--- src/design/lpmc_defs.svh ---
// constants for the low-power mode control block
//
// How it works
// - wait halts cpu and watchdog; watchdog keeps counting if its source bit is 1
// - main, sub and on-chip oscillators keep running in wait; the main one stops when its mstop bit is set
// - gating bit 1 stops converter, div1, div8, div32 and selected divided clock in wait
// - sub div32 clock never gated in wait; crystal or on-chip divided clock ungated in wait only with divx bit set
// - wait with external bus: hold bus and ports, strobes high, latch low
// - wait: clock pin toggles for sub clock; div8/div32 only when ungated
// - wait ends on reset, nmi, voltage monitor or enabled peripheral interrupt
// - priority level 000b means disabled and never wakes
// - with gating, only external, sub div32 or ungated divided clock sources wake
// - wake from wait keeps cpu clock source and division unchanged
// - converter done wakes only ungated and in one-shot or single-sweep
// - timer wakes always ungated; gated only in event count or ungated source
// - serial wakes gated only with external or ungated divided clock
// - stop halts every clock, cpu and peripherals
// - writing 1 to all-clocks-stop with nmi high enters stop
// - setting all-clocks-stop forces cpu division to 01000b
// - queued instructions run before the wake handler after stop
// - stop: clock pin high for sub clock, frozen otherwise; latch enable high on an external bus
// - stop: main crystal in and sub crystal pins high-z, crystal out high
// - stop ends on reset, nmi, voltage monitor, key, external or slow timer
// - clock lock ignores writes to listed clock bits and whole pll register
// - wait under clock lock keeps the cpu clock running
// - port direction enable clears itself on the next write to another register
// - other protect enables change only when written
// - clock register writes need the clock write enable
// - mode register writes need the mode write enable
`ifndef LPMC_DEFS_SVH
`define LPMC_DEFS_SVH
`define LPMC_NREG      12
`define LPMC_IDX_CCR0  4'h0
`define LPMC_IDX_CCR1  4'h1
`define LPMC_IDX_CCR2  4'h2
`define LPMC_IDX_PLL   4'h3
`define LPMC_IDX_PM0   4'h4
`define LPMC_IDX_PM1   4'h5
`define LPMC_IDX_PM2   4'h6
`define LPMC_IDX_PRCR  4'h7
`define LPMC_IDX_MCD   4'h8
`define LPMC_IDX_CMD   4'h9
`define LPMC_IDX_STAT  4'ha
`define LPMC_IDX_PDIR  4'hb
`define LPMC_B_GATE    2
`define LPMC_B_MSTOP   5
`define LPMC_B_STOP    0
`define LPMC_B_DIVX    4
`define LPMC_B_LOCK    1
`define LPMC_B_WDSRC   2
`define LPMC_B_CLOCK_REG_WRITE_ENABLE    0
`define LPMC_B_MODE_REG_WRITE_ENABLE    1
`define LPMC_B_PORT_DIR_WRITE_ENABLE    2
`define LPMC_B_WAIT    0
`define LPMC_M_CCR0    8'ha7
`define LPMC_M_CCR1    8'h81
`define LPMC_M_CCR2    8'h13
`define LPMC_M_PM2     8'h06
`define LPMC_M_PRCR    8'h0f
`define LPMC_M_MCD     8'h1f
`define LPMC_L_CCR0    8'ha4
`define LPMC_L_CCR1    8'h81
`define LPMC_L_CCR2    8'h01
`define LPMC_MCD_RST   8'h12
`define LPMC_MCD_DIV8  8'h08
`define LPMC_DIV8_LAST 3'h7
`define LPMC_DIV32_LAST 5'h1f
`endif

--- src/design/lpmc_pkg.sv ---
// types for the low-power mode control block
package lpmc_pkg;
    typedef enum logic [1:0] {LPMC_RUN, LPMC_WAIT, LPMC_STOP, LPMC_DRAIN}
        lpmc_state_t;
    typedef enum logic [1:0] {LPMC_CK_GATED, LPMC_CK_EXT, LPMC_CK_SUB32,
                              LPMC_CK_DIVX} lpmc_clk_class_t;
endpackage

--- src/design/lpmc_top.sv ---
// low-power mode control with ahb-lite register slave
//
// Decided for this implementation: the address map and the AHB-Lite register port.
`timescale 1ns/1ps
`include "lpmc_defs.svh"
module lpmc_top import lpmc_pkg::*; #(
    parameter int NIRQ        = 4,
    parameter int HOLD_W      = 16,
    parameter int QUEUE_DEPTH = 4
) (
    input  wire logic                clk_sys,
    input  wire logic                rstn,
    input  wire logic                hsel,
    input  wire logic [31:0]         haddr,
    input  wire logic [1:0]          htrans,
    input  wire logic                hwrite,
    input  wire logic [2:0]          hsize,
    input  wire logic [31:0]         hwdata,
    input  wire logic                hready,
    output logic      [31:0]         hrdata,
    output logic                     hreadyout,
    output logic                     hresp,
    input  wire logic                nmi_n,
    input  wire logic                voltMonIrq,
    input  wire logic [NIRQ-1:0]     irqReq,
    input  wire logic [3*NIRQ-1:0]   irqLevel,
    input  wire logic [2*NIRQ-1:0]   irqClass,
    input  wire logic [NIRQ-1:0]     irqStopOk,
    input  wire logic                adcDoneIrq,
    input  wire logic [2:0]          adcLevel,
    input  wire logic                adcOneShot,
    input  wire logic                subClkTick,
    input  wire logic                extBusMode,
    input  wire logic [HOLD_W-1:0]   heldPinsIn,
    input  wire logic                rdStrobeIn_n,
    input  wire logic                wrStrobeIn_n,
    input  wire logic                holdAckIn_n,
    input  wire logic                busClkIn,
    input  wire logic                latchEnIn,
    output logic                     cpuClkEn,
    output logic                     watchdogEn,
    output logic                     converterEn,
    output logic                     periphEnDiv1,
    output logic                     periphEnDiv8,
    output logic                     periphEnDiv32,
    output logic                     ungatedDivEn,
    output logic                     subclockDiv32En,
    output logic                     mainOscRun,
    output logic                     subOscRun,
    output logic                     onchipOscRun,
    output logic      [HOLD_W-1:0]   heldPinsOut,
    output logic                     rdStrobe_n,
    output logic                     wrStrobe_n,
    output logic                     holdAck_n,
    output logic                     busClk,
    output logic                     latchEn,
    output logic                     clockOutputPin,
    output logic                     mainXinHiZ,
    output logic                     mainXoutHigh,
    output logic                     subXtalHiZ,
    output logic                     irqEntry,
    output logic      [4:0]          cpuClkDivision
);
    localparam int QW = $clog2(QUEUE_DEPTH + 1);

    function automatic logic [7:0] wrMask(input logic [3:0] idx);
        unique case (idx)
            `LPMC_IDX_CCR0: wrMask = `LPMC_M_CCR0;
            `LPMC_IDX_CCR1: wrMask = `LPMC_M_CCR1;
            `LPMC_IDX_CCR2: wrMask = `LPMC_M_CCR2;
            `LPMC_IDX_PM2:  wrMask = `LPMC_M_PM2;
            `LPMC_IDX_PRCR: wrMask = `LPMC_M_PRCR;
            `LPMC_IDX_MCD:  wrMask = `LPMC_M_MCD;
            `LPMC_IDX_CMD,
            `LPMC_IDX_STAT: wrMask = 8'h00;
            default:        wrMask = 8'hff;
        endcase
    endfunction

    function automatic logic [7:0] lockMask(input logic [3:0] idx);
        unique case (idx)
            `LPMC_IDX_CCR0: lockMask = `LPMC_L_CCR0;
            `LPMC_IDX_CCR1: lockMask = `LPMC_L_CCR1;
            `LPMC_IDX_CCR2: lockMask = `LPMC_L_CCR2;
            `LPMC_IDX_PLL:  lockMask = 8'hff;
            default:        lockMask = 8'h00;
        endcase
    endfunction

    function automatic logic protOk(input logic [3:0] idx,
                                    input logic [7:0] prcr);
        unique case (idx)
            `LPMC_IDX_CCR0, `LPMC_IDX_CCR1, `LPMC_IDX_CCR2,
            `LPMC_IDX_PLL, `LPMC_IDX_MCD:
                protOk = prcr[`LPMC_B_CLOCK_REG_WRITE_ENABLE];
            `LPMC_IDX_PM0, `LPMC_IDX_PM1, `LPMC_IDX_PM2:
                protOk = prcr[`LPMC_B_MODE_REG_WRITE_ENABLE];
            `LPMC_IDX_PDIR:
                protOk = prcr[`LPMC_B_PORT_DIR_WRITE_ENABLE];
            default:
                protOk = 1'b1;
        endcase
    endfunction

    function automatic logic levelOn(input logic [2:0] lvl);
        levelOn = (lvl != 3'h0);
    endfunction

    lpmc_state_t    state_reg, state_next;
    logic [7:0]     regs_reg [`LPMC_NREG];
    logic [7:0]     regs_next [`LPMC_NREG];
    logic           wrPend_reg, wrPend_next;
    logic [3:0]     wrIdx_reg, wrIdx_next;
    logic [31:0]    rdData_reg, rdData_next;
    logic [QW-1:0]  drain_reg, drain_next;
    logic           irqEntry_reg, irqEntry_next;
    logic [2:0]     wake_reg, wake_next;
    logic [HOLD_W-1:0] held_reg, held_next;
    logic           clock_output_pin_reg, clock_output_pin_next;
    logic           addrOk, mapped, gating, lock, divX;
    logic           stopSet, waitCmd, wakeWait, stopWake;
    logic           periphWake, periphStop, adcWake;
    logic [4:0]     gateVec, clkEnVec;
    logic [1:0]     clkSel;
    logic [7:0]     keep, newVal;

    assign gating = regs_reg[`LPMC_IDX_CCR0][`LPMC_B_GATE];
    assign lock   = regs_reg[`LPMC_IDX_PM2][`LPMC_B_LOCK];
    assign divX   = regs_reg[`LPMC_IDX_CCR2][`LPMC_B_DIVX];
    assign clkSel = regs_reg[`LPMC_IDX_CCR0][1:0];

    // bus slave: zero wait states, always okay
    assign hreadyout = 1'b1;
    assign hresp     = 1'b0;
    assign hrdata    = rdData_reg;
    assign addrOk    = hsel & htrans[1] & hready;
    assign mapped    = (haddr[31:6] == 26'h0) && (haddr[5:2] < 4'hc);

    always_comb begin
        wrPend_next = addrOk & hwrite & mapped;
        wrIdx_next  = haddr[5:2];
        rdData_next = rdData_reg;
        if (addrOk && !hwrite) begin
            rdData_next = 32'h0;
            if (haddr[5:2] == `LPMC_IDX_STAT) begin
                rdData_next = {27'h0, wake_reg, state_reg};
            end else if (mapped && haddr[5:2] != `LPMC_IDX_CMD) begin
                rdData_next = {24'h0, regs_reg[haddr[5:2]]};
            end
        end
    end

    always_ff @(posedge clk_sys) begin
        if (!rstn) begin
            wrPend_reg <= 1'b0;
            wrIdx_reg  <= 4'h0;
            rdData_reg <= 32'h0;
        end else begin
            wrPend_reg <= wrPend_next;
            wrIdx_reg  <= wrIdx_next;
            rdData_reg <= rdData_next;
        end
    end

    // wake qualification
    always_comb begin
        periphWake = 1'b0;
        periphStop = 1'b0;
        for (int i = 0; i < NIRQ; i++) begin
            if (irqReq[i] && levelOn(irqLevel[3*i +: 3])) begin
                unique case (lpmc_clk_class_t'(irqClass[2*i +: 2]))
                    LPMC_CK_GATED: periphWake |= !gating;
                    LPMC_CK_EXT,
                    LPMC_CK_SUB32: periphWake = 1'b1;
                    LPMC_CK_DIVX:  periphWake |= !gating | divX;
                endcase
                periphStop |= irqStopOk[i];
            end
        end
    end

    assign adcWake  = adcDoneIrq & levelOn(adcLevel)
                      & !gating & adcOneShot;
    assign wakeWait = !nmi_n | voltMonIrq | periphWake | adcWake;
    assign stopWake = !nmi_n | voltMonIrq | periphStop;
    assign waitCmd  = wrPend_reg && wrIdx_reg == `LPMC_IDX_CMD
                      && hwdata[`LPMC_B_WAIT];
    assign stopSet  = !regs_reg[`LPMC_IDX_CCR1][`LPMC_B_STOP]
                      && regs_next[`LPMC_IDX_CCR1][`LPMC_B_STOP];

    // register file
    always_comb begin
        regs_next = regs_reg;
        keep      = ~wrMask(wrIdx_reg)
                    | (lock ? lockMask(wrIdx_reg) : 8'h00);
        newVal    = (regs_reg[wrIdx_reg] & keep) | (hwdata[7:0] & ~keep);
        if (wrPend_reg && protOk(wrIdx_reg, regs_reg[`LPMC_IDX_PRCR])) begin
            regs_next[wrIdx_reg] = newVal;
        end
        // stop bit only takes while nmi is released
        if (!nmi_n) begin
            regs_next[`LPMC_IDX_CCR1][`LPMC_B_STOP] =
                regs_reg[`LPMC_IDX_CCR1][`LPMC_B_STOP];
        end
        if (wrPend_reg && wrIdx_reg != `LPMC_IDX_PRCR) begin
            regs_next[`LPMC_IDX_PRCR][`LPMC_B_PORT_DIR_WRITE_ENABLE] = 1'b0;
        end
        if (!regs_reg[`LPMC_IDX_CCR1][`LPMC_B_STOP]
            && regs_next[`LPMC_IDX_CCR1][`LPMC_B_STOP]) begin
            regs_next[`LPMC_IDX_MCD] = `LPMC_MCD_DIV8;
        end
        if (state_reg == LPMC_STOP && stopWake) begin
            regs_next[`LPMC_IDX_CCR1][`LPMC_B_STOP] = 1'b0;
        end
    end

    always_ff @(posedge clk_sys) begin
        if (!rstn) begin
            for (int i = 0; i < `LPMC_NREG; i++) begin
                regs_reg[i] <= 8'h00;
            end
            regs_reg[`LPMC_IDX_MCD] <= `LPMC_MCD_RST;
        end else begin
            regs_reg <= regs_next;
        end
    end

    // power state machine; division register is never touched on wake
    always_comb begin
        state_next    = state_reg;
        drain_next    = drain_reg;
        irqEntry_next = 1'b0;
        wake_next     = wake_reg;
        unique case (state_reg)
            LPMC_RUN: begin
                if (stopSet) begin
                    state_next = LPMC_STOP;
                end else if (waitCmd && !lock) begin
                    state_next = LPMC_WAIT;
                end
            end
            LPMC_WAIT: begin
                if (wakeWait) begin
                    state_next    = LPMC_RUN;
                    irqEntry_next = 1'b1;
                    wake_next     = {periphWake | adcWake, voltMonIrq, !nmi_n};
                end
            end
            LPMC_STOP: begin
                if (stopWake) begin
                    state_next = LPMC_DRAIN;
                    drain_next = QW'(QUEUE_DEPTH - 1);
                    wake_next  = {periphStop, voltMonIrq, !nmi_n};
                end
            end
            LPMC_DRAIN: begin
                // queued instructions retire before the handler starts
                if (drain_reg == '0) begin
                    state_next    = LPMC_RUN;
                    irqEntry_next = 1'b1;
                end else begin
                    drain_next = drain_reg - 1'b1;
                end
            end
        endcase
    end

    always_ff @(posedge clk_sys) begin
        if (!rstn) begin
            state_reg    <= LPMC_RUN;
            drain_reg    <= '0;
            irqEntry_reg <= 1'b0;
            wake_reg     <= 3'h0;
        end else begin
            state_reg    <= state_next;
            drain_reg    <= drain_next;
            irqEntry_reg <= irqEntry_next;
            wake_reg     <= wake_next;
        end
    end

    assign irqEntry       = irqEntry_reg;
    assign cpuClkDivision = regs_reg[`LPMC_IDX_MCD][4:0];

    // clock enables
    assign cpuClkEn   = (state_reg == LPMC_RUN) || (state_reg == LPMC_DRAIN);
    assign watchdogEn = cpuClkEn || (state_reg == LPMC_WAIT
                        && regs_reg[`LPMC_IDX_PM2][`LPMC_B_WDSRC]);
    assign gateVec    = {(state_reg == LPMC_WAIT) & gating & !divX,
                         {4{(state_reg == LPMC_WAIT) & gating}}};

    lpmc_clk_gate #(
        .N (5)
    ) u_gate (
        .clk_sys    (clk_sys),
        .rstn       (rstn),
        .runEn      (state_reg != LPMC_STOP),
        .gateVec    (gateVec),
        .subClkTick (subClkTick),
        .clkEn      (clkEnVec),
        .subDiv32En (subclockDiv32En)
    );

    assign periphEnDiv1  = clkEnVec[0];
    assign periphEnDiv8  = clkEnVec[1];
    assign periphEnDiv32 = clkEnVec[2];
    assign converterEn   = clkEnVec[3];
    assign ungatedDivEn  = clkEnVec[4];

    // oscillators run in wait and stop in stop; the main one also stops on its mstop bit
    assign mainOscRun   = (state_reg != LPMC_STOP)
                          && !regs_reg[`LPMC_IDX_CCR0][`LPMC_B_MSTOP];
    assign subOscRun    = (state_reg != LPMC_STOP);
    assign onchipOscRun = (state_reg != LPMC_STOP);
    assign mainXinHiZ   = (state_reg == LPMC_STOP);
    assign mainXoutHigh = (state_reg == LPMC_STOP);
    assign subXtalHiZ   = (state_reg == LPMC_STOP);

    // pin hold; strobes are forced only on an external bus
    always_comb begin
        held_next = held_reg;
        if (cpuClkEn) begin
            held_next = heldPinsIn;
        end
    end

    always_comb begin
        clock_output_pin_next = clock_output_pin_reg;
        unique case (clkSel)
            2'h0: clock_output_pin_next = 1'b0;
            2'h1: begin
                if (state_reg == LPMC_STOP) begin
                    clock_output_pin_next = 1'b1;
                end else if (subClkTick) begin
                    clock_output_pin_next = !clock_output_pin_reg;
                end
            end
            2'h2: clock_output_pin_next = clock_output_pin_reg ^ periphEnDiv8;
            2'h3: clock_output_pin_next = clock_output_pin_reg ^ periphEnDiv32;
        endcase
    end

    always_ff @(posedge clk_sys) begin
        if (!rstn) begin
            held_reg   <= '0;
            clock_output_pin_reg <= 1'b0;
        end else begin
            held_reg   <= held_next;
            clock_output_pin_reg <= clock_output_pin_next;
        end
    end

    assign heldPinsOut    = held_reg;
    assign clockOutputPin = clock_output_pin_reg;
    assign rdStrobe_n = (extBusMode && !cpuClkEn) | rdStrobeIn_n;
    assign wrStrobe_n = (extBusMode && !cpuClkEn) | wrStrobeIn_n;
    assign holdAck_n  = (extBusMode && !cpuClkEn) | holdAckIn_n;
    assign busClk     = (extBusMode && !cpuClkEn) | busClkIn;
    always_comb begin
        latchEn = latchEnIn;
        if (extBusMode && state_reg == LPMC_WAIT) begin
            latchEn = 1'b0;
        end else if (extBusMode && state_reg == LPMC_STOP) begin
            latchEn = 1'b1;
        end
    end

    stop_entry_a: assert property (@(posedge clk_sys) disable iff (!rstn)
        (state_reg == LPMC_RUN && stopSet) |=> (state_reg == LPMC_STOP
        && cpuClkDivision == 5'h08)) else $error("stop entry wrong");
    wait_gated_a: assert property (@(posedge clk_sys) disable iff (!rstn)
        (state_reg == LPMC_WAIT && gating) |-> (!periphEnDiv1 && !converterEn
        && !periphEnDiv8 && !periphEnDiv32)) else $error("gating leak");
    wdog_wait_a: assert property (@(posedge clk_sys) disable iff (!rstn)
        (state_reg == LPMC_WAIT) |-> (watchdogEn
        == regs_reg[`LPMC_IDX_PM2][`LPMC_B_WDSRC])) else $error("wdog");
    stop_halt_a: assert property (@(posedge clk_sys) disable iff (!rstn)
        (state_reg == LPMC_STOP) |-> (!cpuClkEn && !periphEnDiv8
        && !ungatedDivEn && !subclockDiv32En)) else $error("clk in stop");
    lock_pll_a: assert property (@(posedge clk_sys) disable iff (!rstn)
        (wrPend_reg && lock && wrIdx_reg == `LPMC_IDX_PLL) |=>
        $stable(regs_reg[`LPMC_IDX_PLL])) else $error("pll written");
    port_dir_write_enable_clear_a: assert property (@(posedge clk_sys) disable iff (!rstn)
        (wrPend_reg && wrIdx_reg != `LPMC_IDX_PRCR) |=>
        !regs_reg[`LPMC_IDX_PRCR][`LPMC_B_PORT_DIR_WRITE_ENABLE]) else $error("port_dir_write_enable");
    lock_wait_a: assert property (@(posedge clk_sys) disable iff (!rstn)
        (state_reg == LPMC_RUN && waitCmd && lock) |=> cpuClkEn)
        else $error("wait under lock");
    bus_pins_a: assert property (@(posedge clk_sys) disable iff (!rstn)
        (state_reg == LPMC_WAIT && extBusMode) |-> (rdStrobe_n && busClk
        && wrStrobe_n && holdAck_n && !latchEn))
        else $error("bus pins");
    // the last running value is captured on the edge into wait, so check
    // that nothing moves from one halted cycle to the next
    pins_hold_a: assert property (@(posedge clk_sys) disable iff (!rstn)
        !cpuClkEn |=> $stable(heldPinsOut))
        else $error("pins moved");
    stop_exit_a: assert property (@(posedge clk_sys) disable iff (!rstn)
        (state_reg == LPMC_STOP && stopWake) |=> (cpuClkEn && !irqEntry)
        ##[1:16] irqEntry) else $error("stop exit");
    clock_output_pin_sub_a: assert property (@(posedge clk_sys) disable iff (!rstn)
        (state_reg == LPMC_STOP && clkSel == 2'h1) |=> clockOutputPin)
        else $error("clock pin in stop");
    level_zero_a: assert property (@(posedge clk_sys) disable iff (!rstn)
        (state_reg == LPMC_WAIT && nmi_n && !voltMonIrq && !adcDoneIrq
        && irqLevel == '0) |=> (state_reg == LPMC_WAIT))
        else $error("disabled wake");

    wait_cycle_c: cover property (@(posedge clk_sys) disable iff (!rstn)
        state_reg == LPMC_WAIT ##[1:50] irqEntry);
    stop_cycle_c: cover property (@(posedge clk_sys) disable iff (!rstn)
        state_reg == LPMC_STOP ##[1:50] state_reg == LPMC_DRAIN);
    port_dir_write_enable_use_c: cover property (@(posedge clk_sys) disable iff (!rstn)
        regs_reg[`LPMC_IDX_PRCR][`LPMC_B_PORT_DIR_WRITE_ENABLE] ##[1:20] wrPend_reg);
endmodule // lpmc_top

--- src/design/lpmc_clk_gate.sv ---
// peripheral clock enable divider with wait-mode gating
`timescale 1ns/1ps
`include "lpmc_defs.svh"
module lpmc_clk_gate #(
    parameter int N = 5
) (
    input  wire logic         clk_sys,
    input  wire logic         rstn,
    input  wire logic         runEn,
    input  wire logic [N-1:0] gateVec,
    input  wire logic         subClkTick,
    output logic      [N-1:0] clkEn,
    output logic              subDiv32En
);
    logic [4:0]   cnt_reg, cnt_next;
    logic [4:0]   subCnt_reg, subCnt_next;
    logic [N-1:0] raw;

    // order: div1, div8, div32, converter, divided clock
    assign raw = {cnt_reg[0], 1'b1, cnt_reg == `LPMC_DIV32_LAST,
                  cnt_reg[2:0] == `LPMC_DIV8_LAST, 1'b1};

    genvar i;
    generate
        for (i = 0; i < N; i++) begin : g_en
            assign clkEn[i] = raw[i] & runEn & ~gateVec[i];
        end
    endgenerate

    // sub div32 ignores gating, only stop halts it
    assign subDiv32En = runEn & subClkTick
                        & (subCnt_reg == `LPMC_DIV32_LAST);

    always_comb begin
        cnt_next    = cnt_reg;
        subCnt_next = subCnt_reg;
        if (runEn) begin
            cnt_next = cnt_reg + 5'h01;
            if (subClkTick) begin
                subCnt_next = subCnt_reg + 5'h01;
            end
        end
    end

    always_ff @(posedge clk_sys) begin
        if (!rstn) begin
            cnt_reg    <= 5'h00;
            subCnt_reg <= 5'h00;
        end else begin
            cnt_reg    <= cnt_next;
            subCnt_reg <= subCnt_next;
        end
    end
endmodule // lpmc_clk_gate

--- config.mk ---
export PLATFORM = sky130hd
export DESIGN_NAME = lpmc_top
export DESIGN_NICKNAME = d
export VERILOG_FILES = /design/src/design/lpmc_pkg.sv /design/src/design/lpmc_top.sv /design/src/design/lpmc_clk_gate.sv
export VERILOG_INCLUDE_DIRS = /design/src /design/src/design
export SDC_FILE = /design/constraint.sdc
export NUM_CORES = 1
export LEC_CHECK = 0
export BUFFER_PORTS_ARGS = -buffer_cell sky130_fd_sc_hd__clkbuf_2
export CORE_UTILIZATION = 54
export DETAILED_ROUTE_END_ITERATION = 7
export GPL_ROUTABILITY_DRIVEN = 0
export PLACE_DENSITY = 0.84
export SETUP_SLACK_MARGIN = 0.1
export SLEW_MARGIN = 15
export SYNTH_ARGS = -nofsm -noshare
export SYNTH_HDL_FRONTEND = slang
export SYNTH_SLANG_ARGS = --single-unit
export TNS_END_PERCENT = 50
--- constraint.sdc ---
create_clock -name clk_sys -period 2.6 [get_ports clk_sys]
set_clock_uncertainty 0.1 [all_clocks]
set_input_delay 0.52 -clock clk_sys [delete_from_list [all_inputs] [get_ports clk_sys]]
set_output_delay 0.52 -clock clk_sys [all_outputs]
set_load 0.03 [all_outputs]
==> out/metrics.yaml, run 1 <==
logic_synthesis:
  synthTopCellsByArea: "sky130_fd_sc_hd__dfxtp_1 36%, sky130_fd_sc_hd__mux4_2 12%, sky130_fd_sc_hd__mux2i_1 8.5%, sky130_fd_sc_hd__nand2_1 5.4%, sky130_fd_sc_hd__nor2_1 4.4%"
  synth_edf_count: 0
  post_synth_inst_count: 902
  synth.ff_latch_count: 153
  postSynthAreaPerCell_sq_um: 9.40
  yosysTopAreaCellShare_pct: 36.1
  synth_top_cells_by_count: "153 x sky130_fd_sc_hd__dfxtp_1, 122 x sky130_fd_sc_hd__nand2_1, 99 x sky130_fd_sc_hd__nor2_1"
  largest_area_contributor_in_the_netlist: "sky130_fd_sc_hd__dfxtp_1"
  post-synth-top-count-cell: "sky130_fd_sc_hd__dfxtp_1"
  postSynth.topFlopCell: "sky130_fd_sc_hd__dfxtp_1"
  synth-seq-area-share_pct: 36.1
  netlist-cell-type-count: 67
  syn_area_sq_um: 8480
  yosys_warnings: 0
  async_reset_ff_share_pct: 0
route:
  antenna_violating_nets_post_route: 0
  wirelength_um: 22100
  detailedRoute.firstIterationViolations: 628
  detail_route.wl_per_cell_um: 17.4
  dr_total_vias: 7418
  first_pass_iters: 6
  drc_errors: 0
  viasPerCell: 5.85
timing:
  count_of_final_setup_violators: 0
  fin_hold_ws_ps: 206
  fin_setup_tns_ps: 0
  unrepaired_setup_endpoints_after_global_routing: "true"
  finalMaxSlewViolations: 0
  final_min_period_over_clock_period_pct: 92.7
  hold_violations: 0
  relSlewSlack_pct: 35.4
  max_clock_freq_mhz: 415
  measured_slew_at_the_worst_slew_check_pin_ps: 960
  fin_crit_ps: 2410
  worst_slack_ps: 191
clocking:
  clock_path_buffers: 2
  cts_max_level: 4
  cts_inserted_buffers: 17
  clk_root_buffer_cell: "sky130_fd_sc_hd__clkbuf_16"
  post_cts_hold_buffer_count: 0
  clock_tree_from_tritoncts: "done"
  clkSinkCount: 153
  later_pin_clock_latency_in_the_skew_report_ps: 440
  post_cts_clock_slew_at_the_launch_and_capture_registers_of_the_worst_setup_and_hold_paths_ps: 70
placement:
  hpwlAfterDp_um: 15700
  numPortBuffers: 151
  pre_cts_slack_ps: 168
grt:
  grt_max_degree: 129
  antenna_violations_before_repair: 0
  first_global_vias: 7075
  grt_overflow: 0
  track_usage_pct: 28.4
  wire_length_of_the_first_global_routing_pass_um: 35400
run:
  drv_cap: 0
power:
  vdd_ir_drop_max_uv: 500
  power.clock.fraction_pct: 43.8
  p_comb_share_pct: 11.3
  cellLeakagePower_nw: 3.96
  power.density_cell_area_nw_per_um2: 538
  cellInternalPower_mw: 3.87
  post-layout-total-power_mw: 5.35
  sw_share_pct: 27.7
  p_switching_mw: 1.48
  power.share.sequential_pct: 44.9
setup_path:
  timing.critical_path.from_type: "register"
  worst_ep_arrival_time_ps: 1790
  timing.critical_path.to_type: "output pin"
  critical_path_rt_ps: 1980
  timing_worst_setup_path_type: "reg -> out"
  critPathMaxFanout: 15
final_layout:
  final_layout_size_suffix_gt1_share_pct: 29.7
  syn2layout_area_growth_pct: 17.4
  insertedDiodeCount: 0
  layout.nets: 1197
  largest_register_ffs: 86
  n_fill_cell: 1179
floorplanning:
  core_region_area_sq_um: 15300
  die_area_sq_um: 16200
  initial_util_pct: 55.6
  die_height_um: 127
  ios: 208
  rows: 45
  floorplan.die.width_um: 127
run_status:
  status: "completed"
hold_path:
  hp-class: "in -> reg"
-- worst max-delay path: stages (launching register included) --
cell                       delay [ps]
sky130_fd_sc_hd__dfxtp_2          350
sky130_fd_sc_hd__inv_1            140
sky130_fd_sc_hd__ha_4             260
sky130_fd_sc_hd__buf_4            180
sky130_fd_sc_hd__a21oi_1           70
sky130_fd_sc_hd__a21oi_1          110
sky130_fd_sc_hd__clkbuf_2         230
-- cells in the final DEF (no fill, tap or decap), drive strengths merged, types with 12 or more instances in the layout --
| cell type | n |
|---|---|
| clkbuf | 170 |
| dfxtp | 153 |
| nand2 | 122 |
| nor2 | 100 |
| mux2i | 72 |
| a21oi | 68 |
| mux4 | 46 |
| buf | 40 |
| inv | 40 |
| conb | 26 |
| ha | 20 |
| o21ai | 19 |
| a211oi | 17 |
| nor3 | 16 |
| nand2b | 14 |
| nor4 | 12 |
-- power by group through the flow --
stage	clock network [mW]	logic [mW]	registers (mW)
final	2.35	0.605	2.40
after global routing	2.47	0.654	2.40
after CTS	2.36	0.602	2.40
after detailed placement	0	0.599	2.45
after global placement	0	0.590	2.45
after floorplan	0	0.415	2.47
-- final cells by class --
class                      instances  area, sq um  share of cell area (%)
multi-input combinational        648         4820                    48.4
sequential                       153         3070                    30.8
timing repair buffer             191         1120                    11.2
clock buffer                      19          443                    4.45
tap                              211          264                    2.65
inverter                          34          130                    1.31
clock inverter                    13          109                    1.09
-- through the flow --
stage,area (sq um),cells,utilization [%]
floorplan,8570,926,-
global placement,9380,1237,61.5
detailed placement,9380,1237,61.5
CTS,9940,1269,65.2
global route,9950,1269,65.2
finish,9950,1269,65.2
-- logic make-up (layout without fill, tap and decap cells) --
kind of cell    after synthesis  after routing  synth area share (%)
flops                       153            153                  36.1
compound gates              163            163                  13.5
other cells                   2             26                0.0886
fa+ha+maj                    20             20                  2.95
simple gates                312            312                  17.2
buf+inv                     125            257                  8.40
xor+xnor                      9              9                 0.930
mux                         118            118                  20.8
-- per-layer routing --
| layer | part of all wire (%) | vias up | GRT usage, % |
|---|---|---|---|
| met1 | 39 | 3514 | 34.9 |
| met5 | 0 | - | 0 |
| li1 | - | 3456 | - |
| met2 | 48 | 390 | 46.8 |
| met4 | 2.8 | 0 | 11.5 |
| met3 | 9.7 | 58 | 8.46 |
-- worst paths after layout --
path / startpoint / cells after the start / slack (ps) / to
setup / recovery: state_reg[0] / 6 / 190 / latchEn
hold reg to reg: regs_reg[44] / 2 / 370 / regs_reg[44]
hold / removal: heldPinsIn[3] / 3 / 210 / heldPinsOut[3]
setup reg to reg: wrIdx_reg[1] / 7 / 250 / regs_reg[68]
-- what timing repair did --
item	4_1_cts	5_1_grt
pin swaps	0	0
setup buffers	0	0
gates resized for setup	2	3
gates cloned	0	0
setup endpoints to repair	10	10
Note: power is estimated with default switching activity, not from simulation.
==> inputs of run 2 (changes only) <==
--- a/config.mk
+++ b/config.mk
@@ -7,11 +7,12 @@
 export NUM_CORES = 1
 export LEC_CHECK = 0
 export BUFFER_PORTS_ARGS = -buffer_cell sky130_fd_sc_hd__clkbuf_2
-export CORE_UTILIZATION = 54
+export CORE_UTILIZATION = 35
 export DETAILED_ROUTE_END_ITERATION = 7
 export GPL_ROUTABILITY_DRIVEN = 0
-export PLACE_DENSITY = 0.84
+export PLACE_DENSITY = 0.59
 export SETUP_SLACK_MARGIN = 0.1
+export SKIP_LAST_GASP = 1
 export SLEW_MARGIN = 15
 export SYNTH_ARGS = -nofsm -noshare
 export SYNTH_HDL_FRONTEND = slang
==> run 2 against run 1 <==
  * Highest routed layer unchanged
  * Global-route usage shrank 9.0 points
  * Via count shrank 4.1%
  * Die area is 53% higher
  * Critical path depth up 1
  * Hold slack better by 19 ps
==> out/metrics.yaml, run 2 (same netlist as run 1, synthesis figures left out) <==
grt:
  first_global_vias: 6741  # -4.7%
  antenna_violations_before_repair: 0  # unchanged
  track_usage_pct: 19.4  # -9.0 points
  grt_overflow: 0  # unchanged
  wire_length_of_the_first_global_routing_pass_um: 36500  # +3.1%
  grt_max_degree: 129  # unchanged
timing:
  fin_hold_ws_ps: 224  # +18.9 ps
  unrepaired_setup_endpoints_after_global_routing: "true"
  max_clock_freq_mhz: 413  # -0.60%
  finalMaxSlewViolations: 0  # unchanged
  fin_crit_ps: 2420  # +14.5 ps
  measured_slew_at_the_worst_slew_check_pin_ps: 1010  # +51.0 ps
  hold_violations: 0  # unchanged
  fin_setup_tns_ps: 0  # unchanged
  count_of_final_setup_violators: 0  # unchanged
  final_min_period_over_clock_period_pct: 93.2  # +0.56 points
  relSlewSlack_pct: 32.0  # -3.4 points
power:
  sw_share_pct: 24.7  # -3.0 points
  vdd_ir_drop_max_uv: 424  # -15%
  cellLeakagePower_nw: 4.05  # +2.1%
  p_comb_share_pct: 10.5  # -0.8 points
  power.density_cell_area_nw_per_um2: 576  # +7.0%
  cellInternalPower_mw: 4.44  # +15%
  power.clock.fraction_pct: 48.8  # +5.0 points
  power.share.sequential_pct: 40.7  # -4.2 points
  p_switching_mw: 1.46  # -1.6%
  post-layout-total-power_mw: 5.90  # +10%
route:
  wirelength_um: 23200  # +5.2%
  first_pass_iters: 5  # -1
  detail_route.wl_per_cell_um: 16.8  # -3.1%
  detailedRoute.firstIterationViolations: 559  # -11%
  drc_errors: 0  # unchanged
  antenna_violating_nets_post_route: 0  # unchanged
  viasPerCell: 5.16  # -12%
  dr_total_vias: 7111  # -4.1%
setup_path:
  slowest_delay_ps: 320  # -30 ps
  cp_cell_sequence: "buf_4 -> inv_1 -> ha_1 -> buf_4 -> nand2_1 -> o21a_1 -> clkbuf_2"
  worst_ep_arrival_time_ps: 1800  # about the same
  path_buf_inv: 4  # +1
  family_with_the_most_delay_on_the_worst_path: "buffers and inverters"
  critical_path_rt_ps: 1980  # about the same
  timing.critical_path.from_type: "register"
  critical_path.slowest_cell: "sky130_fd_sc_hd__dfxtp_1"
  critPathMaxFanout: 8  # -7
  critPathMostFrequentCell: "sky130_fd_sc_hd__buf_4"
  timing.critical_path.to_type: "output pin"
  timing_worst_setup_path_type: "reg -> out"
final_layout:
  n_fill_cell: 2377  # +100%
  layout.nets: 1198  # +0.084%
  final_layout_size_suffix_gt1_share_pct: 29.7  # about the same
  final_common_cell: "sky130_fd_sc_hd__dfxtp_1"
  insertedDiodeCount: 0  # unchanged
  largest_register_ffs: 86  # unchanged
  fin_cells: 1378  # +8.6%
  syn2layout_area_growth_pct: 21.0
  final-seq-area_sq_um: 3060  # about the same
  final_cell_mix: "152 x sky130_fd_sc_hd__dfxtp_1, 145 x sky130_fd_sc_hd__clkbuf_2, 122 x sky130_fd_sc_hd__nand2_1, 99 x sky130_fd_sc_hd__nor2_1, 72 x sky130_fd_sc_hd__mux2i_1"
  multi_input_area_sq_um: 4820  # about the same
floorplanning:
  die_area_sq_um: 24900  # +53%
  core_region_area_sq_um: 23600  # +55%
  ios: 208  # unchanged
  initial_util_pct: 35.9  # -20 points
  die_height_um: 158  # +24%
  floorplan.die.width_um: 158  # +24%
  rows: 56  # +24%
placement:
  numPortBuffers: 151  # unchanged
  hpwlAfterDp_um: 16900  # +7.8%
  post-place-cells: 1346  # +8.8%
run:
  drv_cap: 0  # unchanged
clocking:
  later_pin_clock_latency_in_the_skew_report_ps: 430  # about the same
  post_cts_clock_slew_at_the_launch_and_capture_registers_of_the_worst_setup_and_hold_paths_ps: 70  # about the same
  clock_path_buffers: 2  # unchanged
  cts_max_level: 4  # unchanged
  post_cts_hold_buffer_count: 0  # unchanged
  cts_inserted_buffers: 17  # unchanged
  clock_tree_from_tritoncts: "done"
  clk_root_buffer_cell: "sky130_fd_sc_hd__clkbuf_16"
  clkSinkCount: 153  # unchanged
run_status:
  status: "completed"
hold_path:
  hp-class: "in -> reg"
## run 2: area by class of cell
cell class                      count  share of cell area (%)
Inverter                           34                    1.27
Multi-Input combinational cell    648                    47.0
Tap cell                          319                    3.89
Clock inverter                     14                    2.34
Clock buffer                       18                    4.28
Timing Repair Buffer              192                    11.4
Sequential cell                   153                    29.9
## run 2: worst register-to-register path, delay by kind of cell (launching register included)
kind            cells  cell delay, ps
compound gates      2             450
simple gates        1              50
buf+inv             1             210
flops               1             350
mux                 3            1030
## run 2: metrics by stage
step	worst slack, ps	util (%)	cell area, sq um
final	177	43.4	10300
after global routing	73.3	43.4	10300
after CTS	124	43.4	10200
after floorplan	132	-	8570
after detailed placement	80.1	40.5	9560
after global placement	108	40.5	9560
## run 2: power groups by stage
| stage | Clock [mW] | Combinational, mW | Sequential (mW) |
|---|---|---|---|
| 2_1_floorplan | 0 | 0.415 | 2.47 |
| 3_3_place_gp | 0 | 0.616 | 2.45 |
| 3_5_place_dp | 0 | 0.622 | 2.45 |
| 4_1_cts | 2.93 | 0.623 | 2.40 |
| 5_1_grt | 3.02 | 0.676 | 2.40 |
| 6_report | 2.88 | 0.620 | 2.40 |
## run 2: routing by layer
| layer | GRT usage [%] | share of wire, % | wire length (um) |
|---|---|---|---|
| met1 | 25.7 | 45 | 10500 |
| met2 | 31.9 | 48 | 11100 |
| met3 | 3.45 | 5.1 | 1180 |
| met4 | 6.43 | 1.9 | 437 |
| met5 | 0 | 0 | 0 |
## run 2: repair_timing
item | CTS | global route
setup buffers | 0 | 0
gates resized for setup | 1 | 11
pin swaps | 0 | 1
endpoints found under the setup margin | 4 | 18
## run 2: final timing paths
path             startpoint               to  slack, ps  cells past startpoint
max            state_reg[1]     ungatedDivEn        180                      7
min          heldPinsIn[10]  heldPinsOut[10]        220                      3
max reg2reg    wrIdx_reg[1]      regs_reg[4]        250                      7
min reg2reg    regs_reg[36]     regs_reg[36]        370                      2
==> inputs of run 3 (changes only) <==
--- a/config.mk
+++ b/config.mk
@@ -12,9 +12,11 @@
 export GPL_ROUTABILITY_DRIVEN = 0
 export PLACE_DENSITY = 0.59
 export SETUP_SLACK_MARGIN = 0.1
+export SKIP_CTS_REPAIR_TIMING = 1
 export SKIP_LAST_GASP = 1
 export SLEW_MARGIN = 15
 export SYNTH_ARGS = -nofsm -noshare
 export SYNTH_HDL_FRONTEND = slang
+export SYNTH_HIERARCHICAL = 1
 export SYNTH_SLANG_ARGS = --single-unit
 export TNS_END_PERCENT = 50
==> constraint.sdc (replaced) <==
create_clock -name clk_sys -period 2.6 [get_ports clk_sys]
set_clock_uncertainty 0.1 [all_clocks]
set_input_delay 0 -clock clk_sys [delete_from_list [all_inputs] [get_ports clk_sys]]
set_output_delay 0 -clock clk_sys [all_outputs]
set_load 0.03 [all_outputs]
==> run 3 against run 2 <==
  * The flow now finishes with violations (negative hold slack)
  * Sequential share of layout area is 0.26 points lower
  * Via count increased by 6.8%
  * Setup slack improved by 46 ps
  * Critical path type is now reg -> reg
  * Global-route usage is 1.3 points higher
  * Non-clock buffer count up 23
  * Critical endpoint is now regs_reg[29]
  * Final cell count grew 4.3%
  * Design area grew 0.88%
  * Largest power group unchanged
==> out/metrics.yaml, run 3 <==
logic_synthesis:
  synth_edf_count: 0  # unchanged
  syn_area_sq_um: 8370  # -1.2%
  post_synth_inst_count: 934  # +3.5%
  yosys_warnings: 6  # +6
  synth_top_cells_by_count: "179 x sky130_fd_sc_hd__nand2_1, 153 x sky130_fd_sc_hd__dfxtp_1, 90 x sky130_fd_sc_hd__a21oi_1"
  post-synth-top-count-cell: "sky130_fd_sc_hd__nand2_1"
  synth.ff_latch_count: 153  # unchanged
  synthTopCellsByArea: "sky130_fd_sc_hd__dfxtp_1 37%, sky130_fd_sc_hd__mux4_2 12%, sky130_fd_sc_hd__nand2_1 8.0%, sky130_fd_sc_hd__mux2i_1 6.1%, sky130_fd_sc_hd__a21oi_1 5.4%"
  postSynth.topFlopCell: "sky130_fd_sc_hd__dfxtp_1"
  largest_area_contributor_in_the_netlist: "sky130_fd_sc_hd__dfxtp_1"
  yosysTopAreaCellShare_pct: 36.6  # +0.45 points
  netlist-cell-type-count: 65  # -3.0%
  postSynthAreaPerCell_sq_um: 8.97  # -4.6%
  synth-seq-area-share_pct: 36.6  # +0.45 points
  async_reset_ff_share_pct: 0  # unchanged
clocking:
  post_cts_clock_slew_at_the_launch_and_capture_registers_of_the_worst_setup_and_hold_paths_ps: 60  # about the same
  clk_root_buffer_cell: "sky130_fd_sc_hd__clkbuf_16"
  clkSinkCount: 153  # unchanged
  clock_path_buffers: 2  # unchanged
  later_pin_clock_latency_in_the_skew_report_ps: 430  # about the same
  clock_tree_from_tritoncts: "done"
  cts_max_level: 4  # unchanged
  cts_inserted_buffers: 17  # unchanged
timing:
  fin_hold_ws_ps: -54.9  # -279 ps
  final_min_period_over_clock_period_pct: 91.5  # -1.8 points
  worst_slack_ps: 222  # +45.8 ps
  fin_crit_ps: 2380  # -45.8 ps
  measured_slew_at_the_worst_slew_check_pin_ps: 792  # -219 ps
  hold_violations: 14  # +14
  finalMaxSlewViolations: 0  # unchanged
  relSlewSlack_pct: 47.2  # +15 points
  unrepaired_setup_endpoints_after_global_routing: "true"
  max_clock_freq_mhz: 421  # +1.9%
  count_of_final_setup_violators: 0  # unchanged
  fin_setup_tns_ps: 0  # unchanged
final_layout:
  n_fill_cell: 2339  # -1.6%
  layout.nets: 1257  # +4.9%
  insertedDiodeCount: 0  # unchanged
  final_layout_size_suffix_gt1_share_pct: 26.7  # -3.0 points
  largest_register_ffs: 86  # unchanged
  final_cell_mix: "179 x sky130_fd_sc_hd__nand2_1, 152 x sky130_fd_sc_hd__dfxtp_1, 151 x sky130_fd_sc_hd__clkbuf_2, 87 x sky130_fd_sc_hd__a21oi_1, 76 x sky130_fd_sc_hd__nor2_1"
  final_common_cell: "sky130_fd_sc_hd__nand2_1"
  syn2layout_area_growth_pct: 23.6
  final-seq-area_sq_um: 3060  # unchanged
  multi_input_area_sq_um: 4780  # -0.83%
floorplanning:
  ios: 208  # unchanged
  die_area_sq_um: 24500  # -1.2%
  rows: 56  # unchanged
  floorplan.die.width_um: 157  # -0.61%
  die_height_um: 157  # -0.61%
  core_region_area_sq_um: 23500  # -0.59%
  initial_util_pct: 35.7  # -0.23 points
placement:
  pre_cts_slack_ps: 106  # +26.2 ps
  hpwlAfterDp_um: 17900  # +6.2%
  numPortBuffers: 151  # unchanged
setup_path:
  worst-r2r-cell-count: 7  # unchanged
  regToRegStartpoint: "wrIdx_reg[2]"
  critPathMaxFanout: 12  # +4
  timing.critical_path.from_type: "register"
  timing_worst_setup_path_type: "reg -> reg"
  slack_of_the_worst_reg_to_reg_path_ps: 220  # -30 ps
  slowest_delay_ps: 550  # +230 ps
  worst_setup_path_endpoint: "regs_reg[29]"
  critical_path.slowest_cell: "sky130_fd_sc_hd__a21oi_2"
  worst_ep_arrival_time_ps: 2640  # +840 ps
  crit_start: "wrIdx_reg[2]"
  timing.critical_path.to_type: "register"
  critical_path_rt_ps: 2870  # +890 ps
  cp_cell_sequence: "or3b_1 -> buf_4 -> o31ai_4 -> nor2_1 -> a21oi_2 -> mux2i_1 -> nor2_1"
  critPathMostFrequentCell: "sky130_fd_sc_hd__nor2_1"
  ff_to_ff_end: "regs_reg[29]"
hold_path:
  hp-class: "in -> reg"
  hold_start: "irqStopOk[0]"
route:
  first_pass_iters: 5  # unchanged
  detail_route.wl_per_cell_um: 17.4  # +3.6%
  antenna_violating_nets_post_route: 0  # unchanged
  wirelength_um: 25100  # +8.0%
  viasPerCell: 5.29  # +2.4%
  detailedRoute.firstIterationViolations: 510  # -8.8%
  drc_errors: 0  # unchanged
  dr_total_vias: 7597  # +6.8%
power:
  power.clock.fraction_pct: 46.8  # -2.0 points
  power.density_cell_area_nw_per_um2: 555  # -3.6%
  p_comb_share_pct: 11.3  # +0.8 points
  power.share.sequential_pct: 41.9  # +1.2 points
  cellInternalPower_mw: 4.29  # -3.4%
  sw_share_pct: 25.3  # +0.57 points
  p_switching_mw: 1.45  # -0.47%
  cellLeakagePower_nw: 4.04  # -0.21%
  vdd_ir_drop_max_uv: 386  # -9.0%
grt:
  antenna_violations_before_repair: 0  # unchanged
  track_usage_pct: 20.8  # +1.3 points
  grt_overflow: 0  # unchanged
  wire_length_of_the_first_global_routing_pass_um: 38000  # +4.2%
  first_global_vias: 7025  # +4.2%
  grt_max_degree: 74  # -43%
run:
  drv_cap: 0  # unchanged
run_status:
  status: "finished with violations"
  violations: "negative hold slack"
==> run 3: cell count changes after synthesis, sizes merged, moves of 7 or more <==
cell / previous run / this run
nor2: 100 / 78
a21oi: 68 / 93
o21ai: 19 / 26
nor3: 16 / 8
mux2i: 72 / 51
nand2: 122 / 181
==> run 3: cell type report <==
| class | count | share of cell area [%] |
|---|---|---|
| Clock buffer | 22 | 4.49 |
| Clock inverter | 10 | 1.60 |
| Inverter | 29 | 1.06 |
| Multi-Input combinational cell | 689 | 46.2 |
| Sequential cell | 153 | 29.6 |
| Tap cell | 319 | 3.86 |
| Timing Repair Buffer | 215 | 13.2 |
==> run 3: layer usage <==
| layer | vias to the layer above | global-route usage [%] | share of wire [%] |
|---|---|---|---|
| met5 | - | 0 | 0 |
| met4 | 0 | 8.31 | 2.6 |
| met3 | 41 | 4.38 | 6.6 |
| met2 | 290 | 34.3 | 48 |
| met1 | 3676 | 26.3 | 43 |
| li1 | 3590 | - | - |
==> run 3: power groups by stage <==
| stage | Sequential, mW | Clock (mW) | Combinational [mW] |
|---|---|---|---|
| floorplan | 2.48 | 0 | 0.398 |
| global placement | 2.46 | 0 | 0.614 |
| detailed placement | 2.46 | 0 | 0.619 |
| CTS | 2.41 | 2.73 | 0.622 |
| global route | 2.41 | 2.82 | 0.705 |
| finish | 2.41 | 2.69 | 0.652 |
==> run 3: how the worst min path moves through the flow <==
| stage | to | slack [ps] | cells past startpoint |
|---|---|---|---|
| after CTS | heldPinsOut[0] | -320 | 3 |
| after global placement | heldPinsOut[0] | 130 | 3 |
| final | wake_reg[2] | -50 | 5 |
| after detailed placement | heldPinsOut[14] | 140 | 3 |
| after floorplan | regs_reg[80] | 5 | 1 |
| after global routing | regs_reg[61] | 6 | 5 |
==> run 3: kinds of logic (layout without fill, tap and decap cells) <==
group | count (synthesis) | count (layout) | synth area share, %
and+or+nand+nor | 347 | 347 | 18.7
AOI/OAI and AO/OA | 191 | 191 | 14.5
DFF | 153 | 153 | 36.6
buffers and inverters | 116 | 276 | 7.75
muxes | 100 | 100 | 18.9
adders and majority gates | 20 | 20 | 2.99
xor gates and xnor gates | 5 | 5 | 0.523
other | 2 | 26 | 0.0897
==> run 3: critical path: cells and delay by family (launching register included) <==
family                 cells  cell delay (ps)
AO/OA/AOI/OAI              2              890
buffers and inverters      1              190
flip-flops                 1              310
multiplexers               1              170
AND/OR/NAND/NOR            3              660
==> run 3: per-stage QoR <==
step | util, % | total power, mW | instances | cell area, sq um
final | 44.1 | 5.74 | 1437 | 10300
after global routing | 44.1 | 5.94 | 1437 | 10300
after CTS | 43.0 | 5.76 | 1414 | 10100
after detailed placement | 40.3 | 3.08 | 1382 | 9470
after global placement | 40.3 | 3.07 | 1382 | 9470
after floorplan | - | 2.88 | 958 | 8470
